$ cat config.mk
export PLATFORM = sky130hd
export DESIGN_NAME = sos_output_select
export DESIGN_NICKNAME = d
export VERILOG_FILES = /design/src/rtl/sos_pkg.sv /design/src/rtl/sos_pin_select.sv /design/src/rtl/sos_output_select.sv
export SDC_FILE = /design/constraint.sdc
export NUM_CORES = 1
export LEC_CHECK = 0
export ABC_CLOCK_PERIOD_IN_PS = 2450
export CORE_UTILIZATION = 45
export CTS_BUF_LIST = sky130_fd_sc_hd__clkbuf_4
export CTS_CLUSTER_SIZE = 14
export DETAILED_ROUTE_END_ITERATION = 12
export DONT_BUFFER_PORTS = 1
export PLACE_DENSITY = 0.68
export SYNTH_ARGS = -nofsm -noshare
export SYNTH_HDL_FRONTEND = slang
export SYNTH_SLANG_ARGS = --single-unit
$ cat constraint.sdc
create_clock -name mclk_i -period 2.45 [get_ports mclk_i]
set_input_delay 0.49 -clock mclk_i [delete_from_list [all_inputs] [get_ports mclk_i]]
set_output_delay 0.49 -clock mclk_i [all_outputs]
set_load 0.05 [all_outputs]
$ cat src/rtl/sos_pkg.sv
// shared constants and types for the status output signal select block
package sos_pkg;

  // select codes
  localparam logic [5:0] SEL_PKT_SYNC   = 6'h06;
  localparam logic [5:0] SEL_CRC_PKT    = 6'h07;
  localparam logic [5:0] SEL_PQ_REACHED = 6'h08;
  localparam logic [5:0] SEL_CLEAR_CHAN = 6'h09;
  localparam logic [5:0] SEL_PLL_LOCK   = 6'h0A;
  localparam logic [5:0] SEL_SER_CLK    = 6'h0B;
  localparam logic [5:0] SEL_SYNC_DATA  = 6'h0C;
  localparam logic [5:0] SEL_ASYNC_DATA = 6'h0D;
  localparam logic [5:0] SEL_CARRIER    = 6'h0E;
  localparam logic [5:0] SEL_CRC_MATCH  = 6'h0F;
  localparam logic [5:0] SEL_HARD_BIT1  = 6'h16;
  localparam logic [5:0] SEL_HARD_BIT0  = 6'h17;
  localparam logic [5:0] SEL_SYM_TICK   = 6'h1D;
  localparam logic [5:0] SEL_WOR_EVT0   = 6'h24;
  localparam logic [5:0] SEL_WOR_EVT1   = 6'h25;
  localparam logic [5:0] SEL_SLOW_CLK   = 6'h27;
  localparam logic [5:0] SEL_SLEEP_LIVE = 6'h20;

  // register byte addresses
  localparam logic [4:0] ADR_CFG0   = 5'h00;
  localparam logic [4:0] ADR_CFG1   = 5'h04;
  localparam logic [4:0] ADR_CFG2   = 5'h08;
  localparam logic [4:0] ADR_THR    = 5'h0C;
  localparam logic [4:0] ADR_CCA    = 5'h10;
  localparam logic [4:0] ADR_STATUS = 5'h14;

  // field positions
  localparam int CFG_SEL_LSB  = 0;
  localparam int CFG_INV_BIT  = 6;
  localparam int THR_PQT_LSB  = 0;
  localparam int THR_RSSI_LSB = 8;
  localparam int ST_PINS_LSB  = 0;
  localparam int ST_PKT_SYNC  = 3;
  localparam int ST_CRC_PKT   = 4;
  localparam int ST_CRC_MATCH = 5;
  localparam int ST_PLL_LOCK  = 6;
  localparam int ST_TX_BIT    = 7;
  localparam int ST_PQ        = 8;
  localparam int ST_CLEAR     = 9;
  localparam int ST_CARRIER   = 10;

  localparam int NUM_PINS = 3;

  typedef struct packed {
    logic       inv;
    logic [5:0] sel;
  } sos_pin_cfg_t;

  typedef enum logic [1:0] {
    CCA_ALWAYS,
    CCA_RSSI,
    CCA_NO_PKT,
    CCA_RSSI_NO_PKT
  } sos_channel_assessment_mode_t;

  // reset values
  localparam sos_pin_cfg_t CFG_RST      = 7'h00;
  localparam logic [7:0]   PQT_RST      = 8'h00;
  localparam logic [7:0]   RSSI_THR_RST = 8'h00;
  localparam logic [31:0]  UNMAPPED_RD  = 32'h0000_0000;

  // every internal signal a pin can show
  typedef struct packed {
    logic pkt_sync;
    logic crc_pkt;
    logic pq_reached;
    logic clear_chan;
    logic pll_lock;
    logic ser_clk;
    logic sync_data;
    logic async_data;
    logic carrier;
    logic crc_match;
    logic hard1;
    logic hard0;
    logic sym_tick;
    logic wor0;
    logic wor1;
    logic slow_clk;
  } sos_sig_t;

endpackage

$ cat src/rtl/sos_pin_select.sv
// one output pin: select, sleep forcing, inversion, output register
`timescale 1ns/1ns
module sos_pin_select
  import sos_pkg::*;
(
  input  wire logic         mclk_i,
  input  wire logic         arst_n_i,
  input  sos_pkg::sos_pin_cfg_t cfg_i,
  input  sos_pkg::sos_sig_t sig_i,
  input  wire logic         sleep_i,
  input  wire logic         idle_level_i,
  output logic              pin_o
);

  logic chosen;
  logic forced;
  logic next_pin;

  always_comb
  begin
    chosen = 1'b0;
    unique case (cfg_i.sel)
      SEL_PKT_SYNC:   chosen = sig_i.pkt_sync;
      SEL_CRC_PKT:    chosen = sig_i.crc_pkt;
      SEL_PQ_REACHED: chosen = sig_i.pq_reached;
      SEL_CLEAR_CHAN: chosen = sig_i.clear_chan;
      SEL_PLL_LOCK:   chosen = sig_i.pll_lock;
      SEL_SER_CLK:    chosen = sig_i.ser_clk;
      SEL_SYNC_DATA:  chosen = sig_i.sync_data;
      SEL_ASYNC_DATA: chosen = sig_i.async_data;
      SEL_CARRIER:    chosen = sig_i.carrier;
      SEL_CRC_MATCH:  chosen = sig_i.crc_match;
      SEL_HARD_BIT1:  chosen = sig_i.hard1;
      SEL_HARD_BIT0:  chosen = sig_i.hard0;
      SEL_SYM_TICK:   chosen = sig_i.sym_tick;
      SEL_WOR_EVT0:   chosen = sig_i.wor0;
      SEL_WOR_EVT1:   chosen = sig_i.wor1;
      SEL_SLOW_CLK:   chosen = sig_i.slow_clk;
      // reserved and uncovered codes drive low
      default:        chosen = 1'b0;
    endcase
  end

  // low codes hold a fixed level in sleep, high codes keep running
  assign forced   = sleep_i && (cfg_i.sel < SEL_SLEEP_LIVE);
  assign next_pin = forced ? (idle_level_i ^ cfg_i.inv)
                           : (chosen ^ cfg_i.inv);

  always_ff @(posedge mclk_i or negedge arst_n_i)
  begin
    if (!arst_n_i)
      pin_o <= 1'b0;
    else
      pin_o <= next_pin;
  end

endmodule // sos_pin_select

$ cat src/rtl/sos_output_select.sv
// three general output pins with per-pin signal select and register bus
//
// Contract
// - code 0x06 rises when sync word sent or received, falls at packet end
// - code 0x06 falls early on address reject, rx overflow, tx underflow
// - code 0x07 rises on packet with good checksum, falls on first byte read
// - code 0x08 high while preamble quality exceeds programmed threshold
// - code 0x09 shows clear channel, criterion set by assessment mode
// - code 0x0A carries synthesizer lock detector level
// - code 0x0B carries serial clock; rx data changes on its falling edge
// - sync transmit data sampled on serial clock rising edge
// - code 0x0C carries synchronous receive data aligned to serial clock
// - code 0x0D carries asynchronous receive data, no clock
// - code 0x0E shows carrier sense, rssi above threshold
// - code 0x0F shows last checksum match, cleared on receive entry
// - codes 0x16 and 0x17 output hard-decision symbol bits one and zero
// - code 0x1D outputs the receive symbol tick
// - codes 0x24 and 0x25 output wake events zero and one
// - each pin has its own six-bit select field
// - codes 0x20 and up run in sleep; lower codes forced fixed
// - pin one valid only while interface select is high
`timescale 1ns/1ns
module sos_output_select
  import sos_pkg::*;
(
  input  wire logic        mclk_i,
  input  wire logic        arst_n_i,
  input  wire logic [4:0]  avs_address_i,
  input  wire logic        avs_read_i,
  input  wire logic        avs_write_i,
  input  wire logic [31:0] avs_writedata_i,
  input  wire logic [3:0]  avs_byteenable_i,
  output logic      [31:0] avs_readdata_o,
  output logic             avs_waitrequest_o,
  input  wire logic        sync_found_i,
  input  wire logic        packet_end_i,
  input  wire logic        addr_reject_i,
  input  wire logic        rx_overflow_i,
  input  wire logic        tx_underflow_i,
  input  wire logic        crc_ok_packet_i,
  input  wire logic        rx_first_read_i,
  input  wire logic        crc_done_i,
  input  wire logic        crc_equal_i,
  input  wire logic        rx_enter_i,
  input  wire logic [7:0]  preamble_quality_indicator_i,
  input  wire logic [7:0]  rssi_i,
  input  wire logic        receiving_packet_i,
  input  wire logic        pll_lock_i,
  input  wire logic        serial_clk_i,
  input  wire logic        rx_sync_bit_i,
  input  wire logic        rx_async_bit_i,
  input  wire logic [1:0]  receive_hard_decision_bits_i,
  input  wire logic        rx_symbol_tick_i,
  input  wire logic        wake_radio_event_zero_i,
  input  wire logic        wake_radio_event_one_i,
  input  wire logic        slow_timer_clock_i,
  input  wire logic        sleep_i,
  input  wire logic        tx_active_i,
  input  wire logic        interface_select_low_i,
  input  wire logic        general_output_pin_zero_i,
  output logic             general_output_pin_zero_o,
  output logic             general_output_pin_zero_oe_o,
  output logic             general_output_pin_one_o,
  output logic             general_output_pin_one_oe_o,
  output logic             general_output_pin_two_o,
  output logic             tx_bit_o,
  output logic             tx_bit_valid_o
);

  sos_pin_cfg_t  output_signal_select [NUM_PINS];
  logic [7:0]    preamble_quality_threshold;
  logic [7:0]    rssi_threshold;
  sos_channel_assessment_mode_t channel_assessment_mode;

  logic pkt_sync_flag;
  logic crc_pkt_flag;
  logic crc_match_flag;
  logic sync_data;
  logic ack;

  // two-stage synchronisers plus one history stage for edges
  logic [1:0] sclk_sync;
  logic       sclk_prev;
  logic [1:0] slow_sync;
  logic [1:0] sel_sync;
  logic [1:0] txd_sync;

  sos_sig_t sig;
  logic [NUM_PINS-1:0] pin_level;

  // serial clock edges, direction set by the clock pin's inversion
  wire sclk_rise = sclk_sync[1] && !sclk_prev;
  wire sclk_fall = !sclk_sync[1] && sclk_prev;
  wire clk_pin0  = output_signal_select[0].sel == SEL_SER_CLK;
  wire clk_pin1  = output_signal_select[1].sel == SEL_SER_CLK;
  wire ser_inv   = clk_pin0 ? output_signal_select[0].inv
                 : clk_pin1 ? output_signal_select[1].inv
                 : output_signal_select[2].inv;
  wire setup_edge  = ser_inv ? sclk_rise : sclk_fall;
  wire sample_edge = ser_inv ? sclk_fall : sclk_rise;

  // packet sync flag: set wins over every early clear
  wire sync_clear     = packet_end_i || addr_reject_i
                      || rx_overflow_i || tx_underflow_i;
  wire next_pkt_sync  = sync_found_i || (pkt_sync_flag && !sync_clear);
  wire next_crc_pkt   = crc_ok_packet_i
                      || (crc_pkt_flag && !rx_first_read_i);
  wire crc_load       = crc_done_i;
  wire next_crc_match = crc_load ? crc_equal_i
                      : (crc_match_flag && !rx_enter_i);

  wire pq_reached  = preamble_quality_indicator_i
                   > preamble_quality_threshold;
  wire rssi_below  = rssi_i < rssi_threshold;
  wire rssi_above  = rssi_i > rssi_threshold;
  logic clear_chan;

  always_comb
  begin
    clear_chan = 1'b1;
    unique case (channel_assessment_mode)
      CCA_ALWAYS:      clear_chan = 1'b1;
      CCA_RSSI:        clear_chan = rssi_below;
      CCA_NO_PKT:      clear_chan = !receiving_packet_i;
      CCA_RSSI_NO_PKT: clear_chan = rssi_below && !receiving_packet_i;
    endcase
  end

  assign sig.pkt_sync   = pkt_sync_flag;
  assign sig.crc_pkt    = crc_pkt_flag;
  assign sig.pq_reached = pq_reached;
  assign sig.clear_chan = clear_chan;
  assign sig.pll_lock   = pll_lock_i;
  assign sig.ser_clk    = sclk_sync[1];
  assign sig.sync_data  = sync_data;
  assign sig.async_data = rx_async_bit_i;
  assign sig.carrier    = rssi_above;
  assign sig.crc_match  = crc_match_flag;
  assign sig.hard1      = receive_hard_decision_bits_i[1];
  assign sig.hard0      = receive_hard_decision_bits_i[0];
  assign sig.sym_tick   = rx_symbol_tick_i;
  assign sig.wor0       = wake_radio_event_zero_i;
  assign sig.wor1       = wake_radio_event_one_i;
  assign sig.slow_clk   = slow_sync[1];

  always_ff @(posedge mclk_i or negedge arst_n_i)
  begin
    if (!arst_n_i)
    begin
      pkt_sync_flag  <= 1'b0;
      crc_pkt_flag   <= 1'b0;
      crc_match_flag <= 1'b0;
    end
    else
    begin
      pkt_sync_flag  <= next_pkt_sync;
      crc_pkt_flag   <= next_crc_pkt;
      crc_match_flag <= next_crc_match;
    end
  end

  always_ff @(posedge mclk_i or negedge arst_n_i)
  begin
    if (!arst_n_i)
    begin
      sclk_sync <= 2'b00;
      sclk_prev <= 1'b0;
      slow_sync <= 2'b00;
      sel_sync  <= 2'b00;
      txd_sync  <= 2'b00;
    end
    else
    begin
      sclk_sync <= {sclk_sync[0], serial_clk_i};
      sclk_prev <= sclk_sync[1];
      slow_sync <= {slow_sync[0], slow_timer_clock_i};
      sel_sync  <= {sel_sync[0], interface_select_low_i};
      txd_sync  <= {txd_sync[0], general_output_pin_zero_i};
    end
  end

  // receive data moves on the setup edge so the host samples mid-bit
  always_ff @(posedge mclk_i or negedge arst_n_i)
  begin
    if (!arst_n_i)
      sync_data <= 1'b0;
    else if (setup_edge)
      sync_data <= rx_sync_bit_i;
  end

  // transmit bit taken from pin zero while transmit owns that pin
  always_ff @(posedge mclk_i or negedge arst_n_i)
  begin
    if (!arst_n_i)
    begin
      tx_bit_o       <= 1'b0;
      tx_bit_valid_o <= 1'b0;
    end
    else
    begin
      tx_bit_valid_o <= sample_edge && tx_active_i;
      if (sample_edge && tx_active_i)
        tx_bit_o <= txd_sync[1];
    end
  end

  genvar g;
  generate
    for (g = 0; g < NUM_PINS; g++)
    begin : g_pin
      // pin one idles high in sleep, the others low
      sos_pin_select u_pin (
        .mclk_i       (mclk_i),
        .arst_n_i     (arst_n_i),
        .cfg_i        (output_signal_select[g]),
        .sig_i        (sig),
        .sleep_i      (sleep_i),
        .idle_level_i (g == 1),
        .pin_o        (pin_level[g])
      );
    end
  endgenerate

  assign general_output_pin_zero_o    = pin_level[0];
  assign general_output_pin_zero_oe_o = !tx_active_i;
  assign general_output_pin_one_o     = pin_level[1];
  // pin one shares the serial data output of the control interface
  assign general_output_pin_one_oe_o  = sel_sync[1];
  assign general_output_pin_two_o     = pin_level[2];

  // bus slave: one wait cycle, then the answer
  wire req      = avs_read_i || avs_write_i;
  wire wr_take  = avs_write_i && ack;
  wire be0      = avs_byteenable_i[0];
  wire be1      = avs_byteenable_i[1];
  wire hit_cfg0 = avs_address_i == ADR_CFG0;
  wire hit_cfg1 = avs_address_i == ADR_CFG1;
  wire hit_cfg2 = avs_address_i == ADR_CFG2;
  wire hit_thr  = avs_address_i == ADR_THR;
  wire hit_cca  = avs_address_i == ADR_CCA;
  wire hit_st   = avs_address_i == ADR_STATUS;
  wire [6:0] wr_cfg = avs_writedata_i[CFG_INV_BIT:CFG_SEL_LSB];

  assign avs_waitrequest_o = req && !ack;

  logic [31:0] status_word;
  logic [31:0] next_rdata;

  always_comb
  begin
    status_word = 32'h0000_0000;
    status_word[ST_PINS_LSB +: NUM_PINS] = pin_level;
    status_word[ST_PKT_SYNC]  = pkt_sync_flag;
    status_word[ST_CRC_PKT]   = crc_pkt_flag;
    status_word[ST_CRC_MATCH] = crc_match_flag;
    status_word[ST_PLL_LOCK]  = pll_lock_i;
    status_word[ST_TX_BIT]    = tx_bit_o;
    status_word[ST_PQ]        = pq_reached;
    status_word[ST_CLEAR]     = clear_chan;
    status_word[ST_CARRIER]   = rssi_above;
  end

  always_comb
  begin
    next_rdata = UNMAPPED_RD;
    if (hit_cfg0)
      next_rdata = {25'h0, output_signal_select[0]};
    else if (hit_cfg1)
      next_rdata = {25'h0, output_signal_select[1]};
    else if (hit_cfg2)
      next_rdata = {25'h0, output_signal_select[2]};
    else if (hit_thr)
      next_rdata = {16'h0000, rssi_threshold, preamble_quality_threshold};
    else if (hit_cca)
      next_rdata = {30'h0, channel_assessment_mode};
    else if (hit_st)
      next_rdata = status_word;
  end

  always_ff @(posedge mclk_i or negedge arst_n_i)
  begin
    if (!arst_n_i)
    begin
      ack            <= 1'b0;
      avs_readdata_o <= UNMAPPED_RD;
    end
    else
    begin
      ack <= req && !ack;
      if (avs_read_i && !ack)
        avs_readdata_o <= next_rdata;
    end
  end

  always_ff @(posedge mclk_i or negedge arst_n_i)
  begin
    if (!arst_n_i)
    begin
      output_signal_select[0]    <= CFG_RST;
      output_signal_select[1]    <= CFG_RST;
      output_signal_select[2]    <= CFG_RST;
      preamble_quality_threshold <= PQT_RST;
      rssi_threshold             <= RSSI_THR_RST;
      channel_assessment_mode    <= CCA_ALWAYS;
    end
    else if (wr_take)
    begin
      if (hit_cfg0 && be0)
        output_signal_select[0] <= wr_cfg;
      if (hit_cfg1 && be0)
        output_signal_select[1] <= wr_cfg;
      if (hit_cfg2 && be0)
        output_signal_select[2] <= wr_cfg;
      if (hit_thr && be0)
        preamble_quality_threshold <= avs_writedata_i[THR_PQT_LSB +: 8];
      if (hit_thr && be1)
        rssi_threshold <= avs_writedata_i[THR_RSSI_LSB +: 8];
      if (hit_cca && be0)
        channel_assessment_mode <= sos_channel_assessment_mode_t'(avs_writedata_i[1:0]);
    end
  end
endmodule // sos_output_select

Word-level counts from Yosys, hierarchy flattened
Cells that the tools add are included.
{ "totals": {"word_cells": 150, "out_inout_bits": 40, "ff_bits": 90} }
{ "classes": {"n_eq_ne": 56, "magnitude_cmp": 6, "n_bitwise": 4, "n_mux": 18, "n_reduce_logical": 41} }
{ "ops": {"columns": ["op", "count"], "rows": [
  ["equality test 6 x 4 -> 1 bit, second input constant", 24],
  ["equality test 6 x 5 -> 1 bit, second input constant", 9],
  ["equality test 6 bit, second input constant", 9],
  ["2-to-1 mux 16 bit", 3],
  ["one-hot mux 1 bit (16 select lines)", 3],
  ["equality test 6 x 3 -> 1 bit, second input constant", 6],
  ["2-to-1 mux 32 bit", 1],
  ["2-to-1 mux 11 bit", 2],
  ["logical AND 1 bit", 19],
  ["< comparator 6 bit, second input constant", 3],
  ["> comparator 8 bit", 2],
  ["AND reduction 2 bit", 6],
  ["equality test 5 x 4 -> 1 bit, second input constant", 2],
  ["equality test 5 bit, second input constant", 2],
  ["zero test 1 bit", 8],
  ["< comparator 8 bit", 1],
  ["2-to-1 mux 1 bit", 8],
  ["logical OR 1 bit", 6],
  ["equality test 5 x 3 -> 1 bit, second input constant", 1],
  ["zero test 5 bit", 1],
  ["equality test 2 bit, second input constant", 2],
  ["one-hot mux 1 bit (4 select lines)", 1],
  ["XOR 1 bit", 3],
  ["equality test 2 x 1 -> 1 bit, second input constant", 1],
  ["other kinds (2)", 2]
]} }

Longest topological paths before layout
{ "depth": {"depth_word": 9, "ltp_mapped": 9, "depth_no_buf": 9} }

Hierarchy
Synthesis repeated with hierarchy kept, for this count alone.
{ "unflattened": {"hier_cells": 441, "hier_area_um2": 4636.9} }
{ "modules_own_cells": {"columns": ["module", "area_per_inst_um2", "instances", "cells_each"], "rows": [
  ["sos_output_select", 3788.6, 1, 354],
  ["sos_pin_select", 282.8, 3, 29]
]} }

Worst setup path before layout
OpenSTA, ideal clock, no wires.
{ "synth_timing": {"kind": "register to register", "start": "register output_signal_select[12] (netlist bit)", "end": "register tx_bit_o", "arrival_ns": 2.285, "stages_incl_launch_ff": 8, "setup_time_ns": 0.128, "n_path_buf": 0, "slack_ns": 0.038, "cell_sequence": "dfrtp_1 > or4b_4 > nor2_4 > mux2_1 > mux2i_2 > nand3b_1 > a21oi_2 > mux2_1"} }
{ "synth_via": {"elab_chain_cells": 5} }
{ "synth_rtl": {"columns": ["element", "line", "source"], "rows": [
  ["from (decl)", "sos_output_select.sv:70", "sos_pin_cfg_t output_signal_select [NUM_PINS];"],
  ["equality test 6 x 4 -> 1 bit", "sos_output_select.sv:95", "wire clk_pin1 = output_signal_select[1].sel == SEL_SER_CLK;"],
  ["2-to-1 mux 1 bit", "sos_output_select.sv:97", ": clk_pin1 ? output_signal_select[1].inv"],
  ["2-to-1 mux 1 bit", "sos_output_select.sv:96", "wire ser_inv = clk_pin0 ? output_signal_select[0].inv"],
  ["2-to-1 mux 1 bit", "sos_output_select.sv:100", "wire sample_edge = ser_inv ? sclk_fall : sclk_rise;"],
  ["logical AND 1 bit", "sos_output_select.sv:202", "if (sample_edge && tx_active_i)"],
  ["to (signal assigned)", "sos_output_select.sv:203", "tx_bit_o <= txd_sync[1];"],
  ["to (decl)", "sos_output_select.sv:66", "output logic tx_bit_o,"]
]} }
Every way passes these cells.
A chain may end at the register's enable or synchronous reset.

Worst setup path in the final report
{ "layout_timing": {"start": "register output_signal_select[9] (netlist bit)", "end": "register tx_bit_o"} }
The elaborated chain is that of the path after synthesis.

==> flow_summary.yaml <==
layout:
  finalNetCount: 525
  area_growth_pct: 8.57
  finalNonFillerCells: 539
  insertedDiodeCount: 0
  layout-drive-gt1-share: 0.220
  stdcell_area_um2: 4630
sta:
  min_period_ns: 2.38
  finalSetupViolations: 0
  fin_crit_sh: 0.971
  max-slew-margin-rel: 0.345
  rsz0062_at_grt: "false"
  setup_ws_ns: 0.0719
  hold_ws_ns: 0.0913
  tightestPinTransition_ns: 0.975
  fmax_mhz: 420
  hold_violations: 0
  drv_slew: 0
  skew_ns: 0.0200
  setup_tns_ns: 0
yosys:
  yosys.area.top_type: "dfrtp_1"
  ys_ff_latch: 74
  synth_edf_count: 0
  ys_async_sr_fraction: 1.00
  yosysWarnings: 0
  synth_area_um2: 4260
  yosys-top-cells-count: "74 x dfrtp_1, 40 x mux2_2, 24 x inv_1"
  synthCells: 406
  synth_top_cell_area_share: 0.434
  ys.flop_type: "dfrtp_1"
  synth.area.top_cells: "dfrtp_1 43%, mux2_2 11%, ha_1 4.7%, buf_4 3.0%, o21ai_0 2.7%"
  synth_most_common_cell: "dfrtp_1"
  synth.avg_cell_area_um2: 10.5
  synth_seq_area_share: 0.434
  yosysUniqueCellTypes: 60
drt:
  via_count: 3301
  drtIter0Drc: 197
  ant_nets: 0
  viasPerCell: 6.12
  routedWlPerCell_um: 20.1
  drt_wl_total_um: 10800
  dr.pass1.iters: 5
  drc: 0
floorplanning:
  die_area_um2: 9870
  rows: 35
  initial_core_util: 0.464
  die_x_um: 99.3
  core_area_um2: 9200
  pin_count: 126
  dieHeight_um: 99.3
global_routing:
  grt_usage: 0.228
  grt_max_degree: 75
  antenna_found_initial: 0
  grt.busiest_layer: "met2"
  grt_pass1_wl_um: 17300
  grtUsageMet2: 0.379
  groute.layer.met3.usage: 0.0801
  grt_use_met1: 0.281
  grt-ovfl-total: 0
  grt_pass1_vias: 3304
clocking:
  cts_tree: "done"
  cts_buffers: 9
  clk_latency_ns: 0.43
  clkTransAtPathRegs_ns: 0.13
  clkSinkCount: 74
  ctsLongestPathBuffers: 2
  cts_root_buf: "clkbuf_4"
  cts_max_level: 3
power:
  power.leakage_nw: 2.09
  ir_drop_v: 0.000316
  p_per_area_nw_per_um2: 581
worst_setup_path:
  slowest_stage: "or4b_4"
  end_kind: "flip-flop"
  arrival_ns: 2.68
  critPathMaxStageDelay_ns: 0.57
  worst_setup_path_start_kind: "flip-flop"
  critPathMaxFanout: 3
  crit_chain: "or4b_4 -> nor2_4 -> mux2_4 -> mux2i_4 -> or3b_4 -> a21oi_2 -> mux2_1"
  worstPathRequired_ns: 2.76
  path_class: "flip-flop to flip-flop"
run_status:
  status: "finished, final reports clean"
run:
  max_cap_viol_count: 0
placed_design:
  gp_congestion: 0.881
  dpl.cell_count: 519
  dpl_cell_area_um2: 4430
  post-place-ws_ns: 0.0321
  dpl.hpwl_um: 8090
  port_buffers: 0
min_path:
  min_path_type: "input port to flip-flop"
-- placed cells by master (no fill, tap or decap), drive strengths merged, types with 12 or more instances in the layout --
cell / synthesis / routed
a22oi: 12 / 12
nand2: 16 / 16
a21oi: 16 / 16
dfrtp: 74 / 74
buf: 18 / 26
inv: 24 / 26
o21ai: 23 / 23
mux2: 42 / 42
nor2: 13 / 13
mux2i: 12 / 12
conb: 1 / 16
ha: 16 / 16
-- logic make-up after synthesis --
kind of cell,Yosys count,share of synthesized area
compound gates,100,0.163
simple gates,97,0.135
flops,74,0.434
buf+inv,60,0.0678
mux,55,0.145
fa+ha+maj,16,0.0469
xor+xnor,3,0.00616
other cells,1,0.000879
-- flip-flops by register name, indices dropped and copies added, names as in the netlist --
| signal | cells |
|---|---|
| tx_bit_valid_o | 1 |
| sel_sync | 2 |
| preamble_quality_threshold | 8 |
| sclk_sync | 2 |
| txd_sync | 2 |
| ack | 1 |
| rssi_threshold | 8 |
| sclk_prev | 1 |
| pkt_sync_flag | 1 |
| crc_pkt_flag | 1 |
| crc_match_flag | 1 |
| tx_bit_o | 1 |
| output_signal_select | 21 |
| avs_readdata_o | 16 |
| sync_data | 1 |
| channel_assessment_mode | 2 |
| slow_sync | 2 |
| g_pin.u_pin.pin_o | 3 |
-- worst max-delay path: cells and delay by family, from the launching register on --
family	cells	cell delay, ns
mux	3	0.58
compound gates	1	0.17
flops	1	0.41
simple gates	3	1.10
-- power by group --
part / switching [mW] / internal [mW]
clock network: 0.482 / 0.217
logic: 0.298 / 0.216
registers: 0.173 / 1.31
-- through the flow --
step	util	total power, mW
floorplan	-	1.84
global placement	0.482	1.95
detailed placement	0.482	1.97
CTS	0.499	2.70
global route	0.503	2.83
finish	0.503	2.69
-- worst paths after layout --
| kind | endpoint | slack (ns) | depth (start not counted) | from |
|---|---|---|---|---|
| max | tx_bit_o$_DFFE_PN0P_ | 0.07 | 7 | output_signal_select[9]$_DFFE_PN0P_ |
| min | slow_sync[0]$_DFF_PN0_ | 0.09 | 0 | slow_timer_clock_i |
| max reg2reg | tx_bit_o$_DFFE_PN0P_ | 0.07 | 7 | output_signal_select[9]$_DFFE_PN0P_ |
| min reg2reg | sclk_sync[1]$_DFF_PN0_ | 0.36 | 0 | sclk_sync[0]$_DFF_PN0_ |
| max in group asynchronous | sclk_sync[1]$_DFF_PN0_ | 1.54 | 2 | arst_n_i |
| min in group asynchronous | avs_readdata_o[4]$_DFFE_PN0P_ | 0.57 | 2 | arst_n_i |
-- area by class of cell --
class,instances,area [µm²]
clock buffers,9,67.6
clock inverters,7,53.8
fillers,856,4570
inverters,24,90.1
multi-input cells,287,2200
flip-flops and latches,74,1850
well taps,111,139
repair buffers,27,225
-- timing repair --
item	CTS	global route
hold buffers	2	0
gates resized for setup	0	5
setup endpoints to repair	0	2
buffers inserted	0	2
endpoints found under the hold margin	74	0
-- metal layers --
metal,part of all wire,vias to the layer above
met1,0.41,1638
met3,0.094,11
li1,-,1503
met4,0.0088,0
met5,0,-
met2,0.49,149
Power figures use the tool's default switching activity.
